==> src/logic/ies_pkg.sv <==
// constants, codes and types of the interrupt event selector
// assumes a 32-bit apb register bus and a single cpu clock domain

package ies_pkg;

  // ****************************************************************
  // register map
  // ****************************************************************
  localparam logic [31:0] IES_SEL_HIGH_ADDR  = 32'h019C_0000;
  localparam logic [31:0] IES_SEL_LOW_ADDR   = 32'h019C_0004;
  localparam logic [31:0] IES_POLARITY_ADDR  = 32'h019C_0008;
  localparam logic [31:0] IES_REGION_LAST    = 32'h019F_FFFF;
  localparam logic [31:0] IES_SEL_FIELD_MASK = 32'h7FFF_7FFF;
  localparam logic [31:0] IES_READ_ZERO      = 32'h0000_0000;

  // ****************************************************************
  // sizes
  // ****************************************************************
  localparam int IES_NUM_LINES     = 16;
  localparam int IES_FIRST_MASK    = 4;
  localparam int IES_NUM_MASKABLE  = 12;
  localparam int IES_FIELDS_PER    = 6;
  localparam int IES_CODE_W        = 5;
  localparam int IES_NUM_CODES     = 32;
  localparam int IES_NUM_EXT       = 4;
  localparam int IES_LINE_RESET    = 0;
  localparam int IES_LINE_NMI      = 1;

  // ****************************************************************
  // selector codes
  // ****************************************************************
  localparam logic [4:0] IES_CODE_HOST     = 5'h00;
  localparam logic [4:0] IES_CODE_TIMER0   = 5'h01;
  localparam logic [4:0] IES_CODE_TIMER1   = 5'h02;
  localparam logic [4:0] IES_CODE_REFRESH  = 5'h03;
  localparam logic [4:0] IES_CODE_EXT4     = 5'h04;
  localparam logic [4:0] IES_CODE_EXT5     = 5'h05;
  localparam logic [4:0] IES_CODE_EXT6     = 5'h06;
  localparam logic [4:0] IES_CODE_EXT7     = 5'h07;
  localparam logic [4:0] IES_CODE_DMA      = 5'h08;
  localparam logic [4:0] IES_CODE_DBG_DMA  = 5'h09;
  localparam logic [4:0] IES_CODE_DBG_RX   = 5'h0A;
  localparam logic [4:0] IES_CODE_DBG_TX   = 5'h0B;
  localparam logic [4:0] IES_CODE_SER0_TX  = 5'h0C;
  localparam logic [4:0] IES_CODE_SER0_RX  = 5'h0D;
  localparam logic [4:0] IES_CODE_SER1_TX  = 5'h0E;
  localparam logic [4:0] IES_CODE_SER1_RX  = 5'h0F;
  localparam logic [4:0] IES_CODE_GPIO0    = 5'h10;
  localparam logic [4:0] IES_CODE_TIMER2   = 5'h13;
  localparam logic [4:0] IES_CODE_TWO_WIRE = 5'h16;
  localparam logic [4:0] IES_CODE_NETWORK  = 5'h18;
  localparam logic [4:0] IES_CODE_VIDEO0   = 5'h19;
  localparam logic [4:0] IES_CODE_VIDEO1   = 5'h1A;
  localparam logic [4:0] IES_CODE_VIDEO2   = 5'h1B;
  localparam logic [4:0] IES_CODE_AUDIO_TX = 5'h1C;
  localparam logic [4:0] IES_CODE_AUDIO_RX = 5'h1D;

  // ****************************************************************
  // reset values
  // ****************************************************************
  localparam logic [31:0] IES_SEL_LOW_RST = {1'b0, IES_CODE_DBG_DMA, IES_CODE_DMA,
    IES_CODE_EXT7, 1'b0, IES_CODE_EXT6, IES_CODE_EXT5, IES_CODE_EXT4};
  localparam logic [31:0] IES_SEL_HIGH_RST = {1'b0, IES_CODE_TIMER1, IES_CODE_TIMER0,
    IES_CODE_HOST, 1'b0, IES_CODE_DBG_TX, IES_CODE_DBG_RX, IES_CODE_REFRESH};
  localparam logic [3:0]  IES_POL_RST = 4'h0;
  localparam logic [15:0] IES_IRQ_RST = 16'h0001;

  // lsb of field j inside a selector register; bit 15 is skipped
  function automatic int ies_field_lsb(input int j);
    return (j < 3) ? (5 * j) : (5 * j + 1);
  endfunction

  // ****************************************************************
  // event sources
  // ****************************************************************
  typedef struct packed {
    logic       host_event;
    logic       timer0_event;
    logic       timer1_event;
    logic       timer2_event;
    logic       refresh_timer_event;
    logic [3:0] gpio_event_4_7;
    logic       gpio_event_0;
    logic       dma_completion_event;
    logic       debug_dma_event;
    logic       debug_data_rx_event;
    logic       debug_data_tx_event;
    logic       serial0_tx_event;
    logic       serial0_rx_event;
    logic       serial1_tx_event;
    logic       serial1_rx_event;
    logic       two_wire_event;
    logic       network_mgmt_event;
    logic       video_port0_event;
    logic       video_port1_event;
    logic       video_port2_event;
    logic       audio_tx_event;
    logic       audio_rx_event;
  } ies_events_t;

endpackage

==> src/logic/ies_edge_detect.sv <==
// edge detector for one external interrupt pin with selectable sense
// assumes the pin is already synchronous to the clock

`timescale 1ns/1ns

module ies_edge_detect (
  // clock and reset
  input  logic clk,
  input  logic rst_n,
  // pin and sense
  input  logic pin,
  input  logic falling_sel,
  // one-cycle event
  output logic pulse
);

  logic prev_reg;
  logic pulse_reg;

  // follows the pin in reset too, so a pin already high at release raises no event
  always_ff @(posedge clk) begin
    prev_reg <= pin;
  end

  // compares raw levels, so a change of sense raises no event
  always_ff @(posedge clk) begin
    if (!rst_n) begin
      pulse_reg <= 1'b0;
    end else if (falling_sel) begin
      pulse_reg <= prev_reg & ~pin;
    end else begin
      pulse_reg <= ~prev_reg & pin;
    end
  end

  assign pulse = pulse_reg;

endmodule

==> src/logic/ies_selector.sv <==
// interrupt event selector: apb registers, event routing, cpu lines
// assumes an apb master on MCLK and event inputs synchronous to MCLK

`timescale 1ns/1ns

// Functional notes
// - The core sees sixteen interrupt lines, line 0 highest and line 15 lowest priority.
// - Line 0 carries the reset event, line 1 the nmi, and lines 2 and 3 stay low.
// - Lines 0 to 3 have fixed sources that no selector field can change.
// - Lines 4 to 15 are maskable and start out on their default sources after reset.
// - Each maskable line follows the source whose code sits in its selector field.
// - The low selector holds lines 4 to 9 in six 5-bit fields, bits 15 and 31 unused.
// - The high selector holds lines 10 to 15 in the same field layout.
// - Lines 4 to 9 default to codes 4, 5, 6, 7, 8 and 9.
// - Lines 10 to 15 default to codes 3, 10, 11, 0, 1 and 2.
// - The further codes 12-16, 19, 22 and 24-29 select their own peripheral events.
// - A polarity register sets the edge sense of each of the four external pins.
// - Addresses after the polarity register up to the region end have no effect.
module ies_selector
  import ies_pkg::*;
(
  // clock and reset
  input  logic        MCLK,
  input  logic        RST_N,
  // apb slave
  input  logic        PSEL,
  input  logic        PENABLE,
  input  logic        PWRITE,
  input  logic [31:0] PADDR,
  input  logic [31:0] PWDATA,
  output logic [31:0] PRDATA,
  output logic        PREADY,
  output logic        PSLVERR,
  // event sources
  input  ies_events_t EVT_IN,
  input  logic [3:0]  EXT_IRQ_PIN,
  input  logic        NMI_IN,
  // processor core
  output logic [15:0] CPU_IRQ
);

  // ****************************************************************
  // declarations
  // ****************************************************************
  logic [31:0] sel_high_reg;
  logic [31:0] sel_low_reg;
  logic [3:0]  polarity_reg;
  logic [31:0] prdata_reg;
  logic [31:0] prdata_next;
  logic        pready_reg;
  logic        pslverr_reg;
  logic        pslverr_next;
  logic [15:0] irq_reg;
  logic [15:0] irq_next;
  logic [31:0] src_vec;
  logic [3:0]  ext_pulse;
  logic [4:0]  line_code [IES_NUM_MASKABLE];
  logic        apb_setup;
  logic        apb_commit;
  logic        in_region;

  // ****************************************************************
  // apb decode
  // ****************************************************************
  assign apb_setup  = PSEL & ~PENABLE;
  assign apb_commit = PSEL & PENABLE & pready_reg;
  assign in_region  = (PADDR >= IES_SEL_HIGH_ADDR) && (PADDR <= IES_REGION_LAST);

  // answers in the first access cycle
  always_ff @(posedge MCLK) begin
    if (!RST_N) begin
      pready_reg <= 1'b0;
    end else begin
      pready_reg <= apb_setup;
    end
  end

  // read data and error are captured in the setup cycle
  always_comb begin
    prdata_next  = IES_READ_ZERO;
    pslverr_next = ~in_region;
    if (!PWRITE) begin
      case (PADDR)
        IES_SEL_HIGH_ADDR: begin
          prdata_next = sel_high_reg;
        end
        IES_SEL_LOW_ADDR: begin
          prdata_next = sel_low_reg;
        end
        IES_POLARITY_ADDR: begin
          prdata_next = {28'h0000000, polarity_reg};
        end
        default: begin
          prdata_next = IES_READ_ZERO;
        end
      endcase
    end
  end

  always_ff @(posedge MCLK) begin
    if (!RST_N) begin
      prdata_reg  <= IES_READ_ZERO;
      pslverr_reg <= 1'b0;
    end else if (apb_setup) begin
      prdata_reg  <= prdata_next;
      pslverr_reg <= pslverr_next;
    end else if (apb_commit) begin
      prdata_reg  <= IES_READ_ZERO;
      pslverr_reg <= 1'b0;
    end
  end

  assign PRDATA  = prdata_reg;
  assign PREADY  = pready_reg;
  assign PSLVERR = pslverr_reg;

  // ****************************************************************
  // registers
  // ****************************************************************
  // unused bits 15 and 31 are never stored
  always_ff @(posedge MCLK) begin
    if (!RST_N) begin
      sel_low_reg <= IES_SEL_LOW_RST;
    end else if (apb_commit && PWRITE && PADDR == IES_SEL_LOW_ADDR) begin
      sel_low_reg <= PWDATA & IES_SEL_FIELD_MASK;
    end
  end

  always_ff @(posedge MCLK) begin
    if (!RST_N) begin
      sel_high_reg <= IES_SEL_HIGH_RST;
    end else if (apb_commit && PWRITE && PADDR == IES_SEL_HIGH_ADDR) begin
      sel_high_reg <= PWDATA & IES_SEL_FIELD_MASK;
    end
  end

  always_ff @(posedge MCLK) begin
    if (!RST_N) begin
      polarity_reg <= IES_POL_RST;
    end else if (apb_commit && PWRITE && PADDR == IES_POLARITY_ADDR) begin
      polarity_reg <= PWDATA[3:0];
    end
  end

  // ****************************************************************
  // external pins
  // ****************************************************************
  for (genvar i = 0; i < IES_NUM_EXT; i++) begin : g_ext
    ies_edge_detect u_edge (
      .clk         (MCLK),
      .rst_n       (RST_N),
      .pin         (EXT_IRQ_PIN[i]),
      .falling_sel (polarity_reg[i]),
      .pulse       (ext_pulse[i])
    );
  end

  // ****************************************************************
  // source vector indexed by selector code
  // ****************************************************************
  // reserved codes stay at zero and so route nothing
  always_comb begin
    src_vec                    = '0;
    src_vec[IES_CODE_HOST]     = EVT_IN.host_event;
    src_vec[IES_CODE_TIMER0]   = EVT_IN.timer0_event;
    src_vec[IES_CODE_TIMER1]   = EVT_IN.timer1_event;
    src_vec[IES_CODE_REFRESH]  = EVT_IN.refresh_timer_event;
    src_vec[IES_CODE_EXT4]     = EVT_IN.gpio_event_4_7[0] | ext_pulse[0];
    src_vec[IES_CODE_EXT5]     = EVT_IN.gpio_event_4_7[1] | ext_pulse[1];
    src_vec[IES_CODE_EXT6]     = EVT_IN.gpio_event_4_7[2] | ext_pulse[2];
    src_vec[IES_CODE_EXT7]     = EVT_IN.gpio_event_4_7[3] | ext_pulse[3];
    src_vec[IES_CODE_DMA]      = EVT_IN.dma_completion_event;
    src_vec[IES_CODE_DBG_DMA]  = EVT_IN.debug_dma_event;
    src_vec[IES_CODE_DBG_RX]   = EVT_IN.debug_data_rx_event;
    src_vec[IES_CODE_DBG_TX]   = EVT_IN.debug_data_tx_event;
    src_vec[IES_CODE_SER0_TX]  = EVT_IN.serial0_tx_event;
    src_vec[IES_CODE_SER0_RX]  = EVT_IN.serial0_rx_event;
    src_vec[IES_CODE_SER1_TX]  = EVT_IN.serial1_tx_event;
    src_vec[IES_CODE_SER1_RX]  = EVT_IN.serial1_rx_event;
    src_vec[IES_CODE_GPIO0]    = EVT_IN.gpio_event_0;
    src_vec[IES_CODE_TIMER2]   = EVT_IN.timer2_event;
    src_vec[IES_CODE_TWO_WIRE] = EVT_IN.two_wire_event;
    src_vec[IES_CODE_NETWORK]  = EVT_IN.network_mgmt_event;
    src_vec[IES_CODE_VIDEO0]   = EVT_IN.video_port0_event;
    src_vec[IES_CODE_VIDEO1]   = EVT_IN.video_port1_event;
    src_vec[IES_CODE_VIDEO2]   = EVT_IN.video_port2_event;
    src_vec[IES_CODE_AUDIO_TX] = EVT_IN.audio_tx_event;
    src_vec[IES_CODE_AUDIO_RX] = EVT_IN.audio_rx_event;
  end

  // ****************************************************************
  // field extraction
  // ****************************************************************
  for (genvar j = 0; j < IES_NUM_MASKABLE; j++) begin : g_field
    if (j < IES_FIELDS_PER) begin : g_low
      assign line_code[j] = sel_low_reg[ies_field_lsb(j) +: IES_CODE_W];
    end else begin : g_high
      assign line_code[j] =
        sel_high_reg[ies_field_lsb(j - IES_FIELDS_PER) +: IES_CODE_W];
    end
  end

  // ****************************************************************
  // cpu interrupt lines
  // ****************************************************************
  // index is the priority: line 0 first, line 15 last
  always_comb begin
    irq_next                 = '0;
    irq_next[IES_LINE_RESET] = 1'b0;
    irq_next[IES_LINE_NMI]   = NMI_IN;
    for (int k = 0; k < IES_NUM_MASKABLE; k++) begin
      // a shared code drives every line that selects it
      irq_next[IES_FIRST_MASK + k] = src_vec[line_code[k]];
    end
  end

  // the reset line is high while reset is held
  always_ff @(posedge MCLK) begin
    if (!RST_N) begin
      irq_reg <= IES_IRQ_RST;
    end else begin
      irq_reg <= irq_next;
    end
  end

  assign CPU_IRQ = irq_reg;

  for (genvar m = 0; m < IES_NUM_MASKABLE; m++) begin : g_chk

  end
endmodule

==> config.mk <==
export PLATFORM = sky130hd
export DESIGN_NAME = ies_selector
export DESIGN_NICKNAME = d
export VERILOG_FILES = /design/src/logic/ies_pkg.sv /design/src/logic/ies_edge_detect.sv /design/src/logic/ies_selector.sv
export SDC_FILE = /design/constraint.sdc
export NUM_CORES = 1
export LEC_CHECK = 0
export BUFFER_PORTS_ARGS = -buffer_cell sky130_fd_sc_hd__buf_4
export CORE_AREA = 2 2 116 118
export CTS_CLUSTER_DIAMETER = 120
export CTS_CLUSTER_SIZE = 12
export DETAILED_ROUTE_END_ITERATION = 10
export DIE_AREA = 0 0 118 120
export PLACE_DENSITY = 0.82
export SETUP_SLACK_MARGIN = 0.5
export SYNTH_ARGS = -nofsm -noshare
export SYNTH_HDL_FRONTEND = slang
export SYNTH_SLANG_ARGS = --single-unit
==> constraint.sdc <==
create_clock -name MCLK -period 3 [get_ports MCLK]
set_input_delay 0.15 -clock MCLK [delete_from_list [all_inputs] [get_ports MCLK]]
set_output_delay 0.15 -clock MCLK [all_outputs]
set_load 0.005 [all_outputs]
==> key figures <==
Timing
  • Min Tclk post-route: between 2 and 2.5 ns
  • Relative slew slack: approximately 36%
  • Final Cycle Share: 70.4%
  • Final Max Slew Viols: 0
  • Slew @ Worst Pin: about 0.95 ns
  • RSZ-0062 raised after global routing: false
  • Final setup violating endpoints: 0
  • Hold Worst Slack: 0.00834 ns
  • Fmax: 473 MHz
  • Clock skew: 0.00779 ns
  • Endpoints failing hold: 0
  • Sum Neg Setup Slack: 0 ns

Route
  • DR DRC count: 1
  • DRT iter0 DRCs: 931
  • WL per Instance: 20.2 um
  • Via density per instance: between 6 and 7
  • Antenna Nets Post-Route: 0
  • Vias: 7281
  • Routed WL: between 20 and 25 mm
  • Iteration count of the initial detailed-routing pass: 8

Setup path
  • R2R Path Start: sel_low_reg[16]
  • Critical Path Source: sel_low_reg[16]
  • Critical path capture point type: flop
  • Worst EP arrival: 2.38 ns
  • Worst Setup Start Kind: flop
  • CP max FO: 10
  • Crit Path Class: flop to flop
  • WP data required: 3.26 ns

Final layout
  • Non-filler cells, final: 1100
  • Antenna diodes: 0
  • Commonest non-fill, non-tap cell in the layout: buf_4
  • Fraction of layout instances using a drive strength above 1: a little under 30%
  • Fill count: 937
  • Post-layout net count: 1011
  • Commonest cells after routing, fill and taps aside: buf_4 (148), dfxtp_1 (118), nand2_1 (99)
  • Register Area: 0.00236 sq mm
  • Area growth, synth to finish: 25.9%
  • Multi-input gate area: 0.00446 sq mm

Yosys
  • Unique masters post-synth: 53
  • Seq/Total Area, Yosys: between 30% and 40%
  • Cell count after synthesis: 806
  • Share of flip-flops with an asynchronous set or reset: 0%
  • Mean post-synth cell area: 9.06 sq um
  • Post-Synthesis Cell Area: 0.00730 sq mm
  • Synthesis warning total: 0
  • Primary FF master, synth: dfxtp_1
  • Flops & latches, synth: between 100 and 150
  • EDFF count, synth: 0

Clock tree
  • Sink Count: 118
  • Clock transition at path regs: around 0.060 ns
  • Worst-Skew Late Latency: 0.41 ns
  • CTS tree: built
  • CTS-repair resized insts: 0
  • Num CTS Buffers: 17
  • Root buf cell: clkbuf_16
  • H-tree depth: 4
  • Clk buf depth: 2

Floorplanning
  • Die Ht: between 100 and 150 um
  • Core area: 0.0130 sq mm
  • Num rows: 42
  • I/O Pins: 149
  • Die ar.: around 0.014 sq mm
  • Starting density of the core: a little under three fifths
  • Die X-Extent: roughly 120 um

Pwr
  • Peak supply drop: 0.343 mV
  • Static leakage power: 0.00343 uW
  • Power Dens Cells: 448 mW/mm^2

Min path
  • Worst hold path class: primary input to flop
  • Hold Path Origin: PWDATA[13]

Global routing
  • Vias in the first global route: 7026
  • Total GRT Usage: 31.3%
  • Gr ovfl total: 0
  • Initial antenna violation count: 0
  • Largest net degree at the start of global routing: 53
  • First-pass GRT wire length: 35.3 mm

Job
  • Maxcap violations: 0

Status
  • Failing checks: design-rule violations
  • Status: finished, violations left

Placement
  • Final Wtd Congestion: 0.922
  • Dpl cells: between 1000 and 1500
  • Count of input and output buffers: 142
  • DP Wirelength: 13.5 mm
-- report_power, final --
| group | switching (uW) | internal (uW) | total, uW |
|---|---|---|---|
| sequential | 6.24 | 1590 | 1590 |
| clock | 708 | 1360 | 2070 |
| combinational | 228 | 232 | 459 |
| total | 942 | 3180 | 4120 |
-- path summary, 6_finish.rpt --
check,endpoint,slack (ns),cells after the start
min,sel_low_reg[13],0.008,3
max,CPU_IRQ[7],0.89,4
min reg2reg,g_ext[1].u_edge.pulse,0.48,2
max reg2reg,CPU_IRQ[7],0.89,4
-- worst max-delay path, cell delays in order (launching register included) --
cell and delay (ns):
dfxtp_1 0.65, mux4_2 0.56, and2_1 0.16, a2111oi_0 0.45
nor4_1 0.15
-- cell families after synthesis --
group,synth area share [%]
AO/OA/AOI/OAI,16.6
buffers and inverters,6.72
flip-flops,32.4
multiplexers,24.8
other,0.0514
AND/OR/NAND/NOR,19.5
-- cells in the mapped netlist (3+ instances only) --
master	n	area [sq um]
a31oi_1	3	18.8
o31a_1	6	52.6
mux2i_1	30	300
nor2b_1	4	25.0
buf_4	6	45.0
buf_2	14	70.1
dfxtp_1	118	2360
or3b_2	4	35.0
inv_1	21	78.8
o31ai_1	7	52.6
o21ai_0	45	225
o2111ai_1	11	96.3
nand3_1	38	190
buf_1	4	15.0
mux4_2	57	1280
a311oi_1	4	35.0
a22oi_1	27	203
clkbuf_1	74	278
nand3b_1	12	90.1
nor3_1	6	30.0
nor4_4	3	63.8
nand4_1	7	43.8
nor2_1	69	259
o21ai_1	3	15.0
and3_1	6	37.5
nor4_2	5	62.6
a21oi_1	42	210
a32oi_1	6	52.6
mux2_2	20	225
and4b_1	3	30.0
o311ai_0	9	78.8
o211ai_1	5	37.5
nor4_1	4	25.0
nand2_1	99	372
o41ai_1	7	61.3
a2111oi_0	4	35.0
-- area by class of cell --
type	count	share of cell area, %
well taps	176	2.40
clock buffers	22	5.16
flip-flops and latches	118	25.7
multi-input cells	571	48.6
inverters	22	0.899
clock inverters	9	1.36
repair buffers	182	15.9
-- stage by stage --
stage	total power (uW)	util (%)	setup slack, ns	area (sq um)
after detailed placement	2030	63.6	1.00	8260
after global routing	4230	70.8	0.732	9190
final	4120	70.8	0.888	9190
after global placement	2030	63.6	1.05	8260
after CTS	4120	70.8	0.941	9190
after floorplan	1840	-	1.23	7310
-- metal layers --
| layer | GRT usage (%) | share of wire, % | up-vias |
|---|---|---|---|
| met5 | 0 | 0 | - |
| met4 | 15.1 | 4.0 | 0 |
| met3 | 7.08 | 12 | 105 |
| met2 | 51.2 | 46 | 578 |
| met1 | 39.5 | 38 | 3386 |
| li1 | - | - | 3212 |
-- what timing repair did --
action                                  CTS  global route
endpoints found under the setup margin    0             0
buffers inserted                          0             0
hold endpoints to repair                 50             0
hold buffers                             33             0
Note: power is estimated with default switching activity, not from simulation.
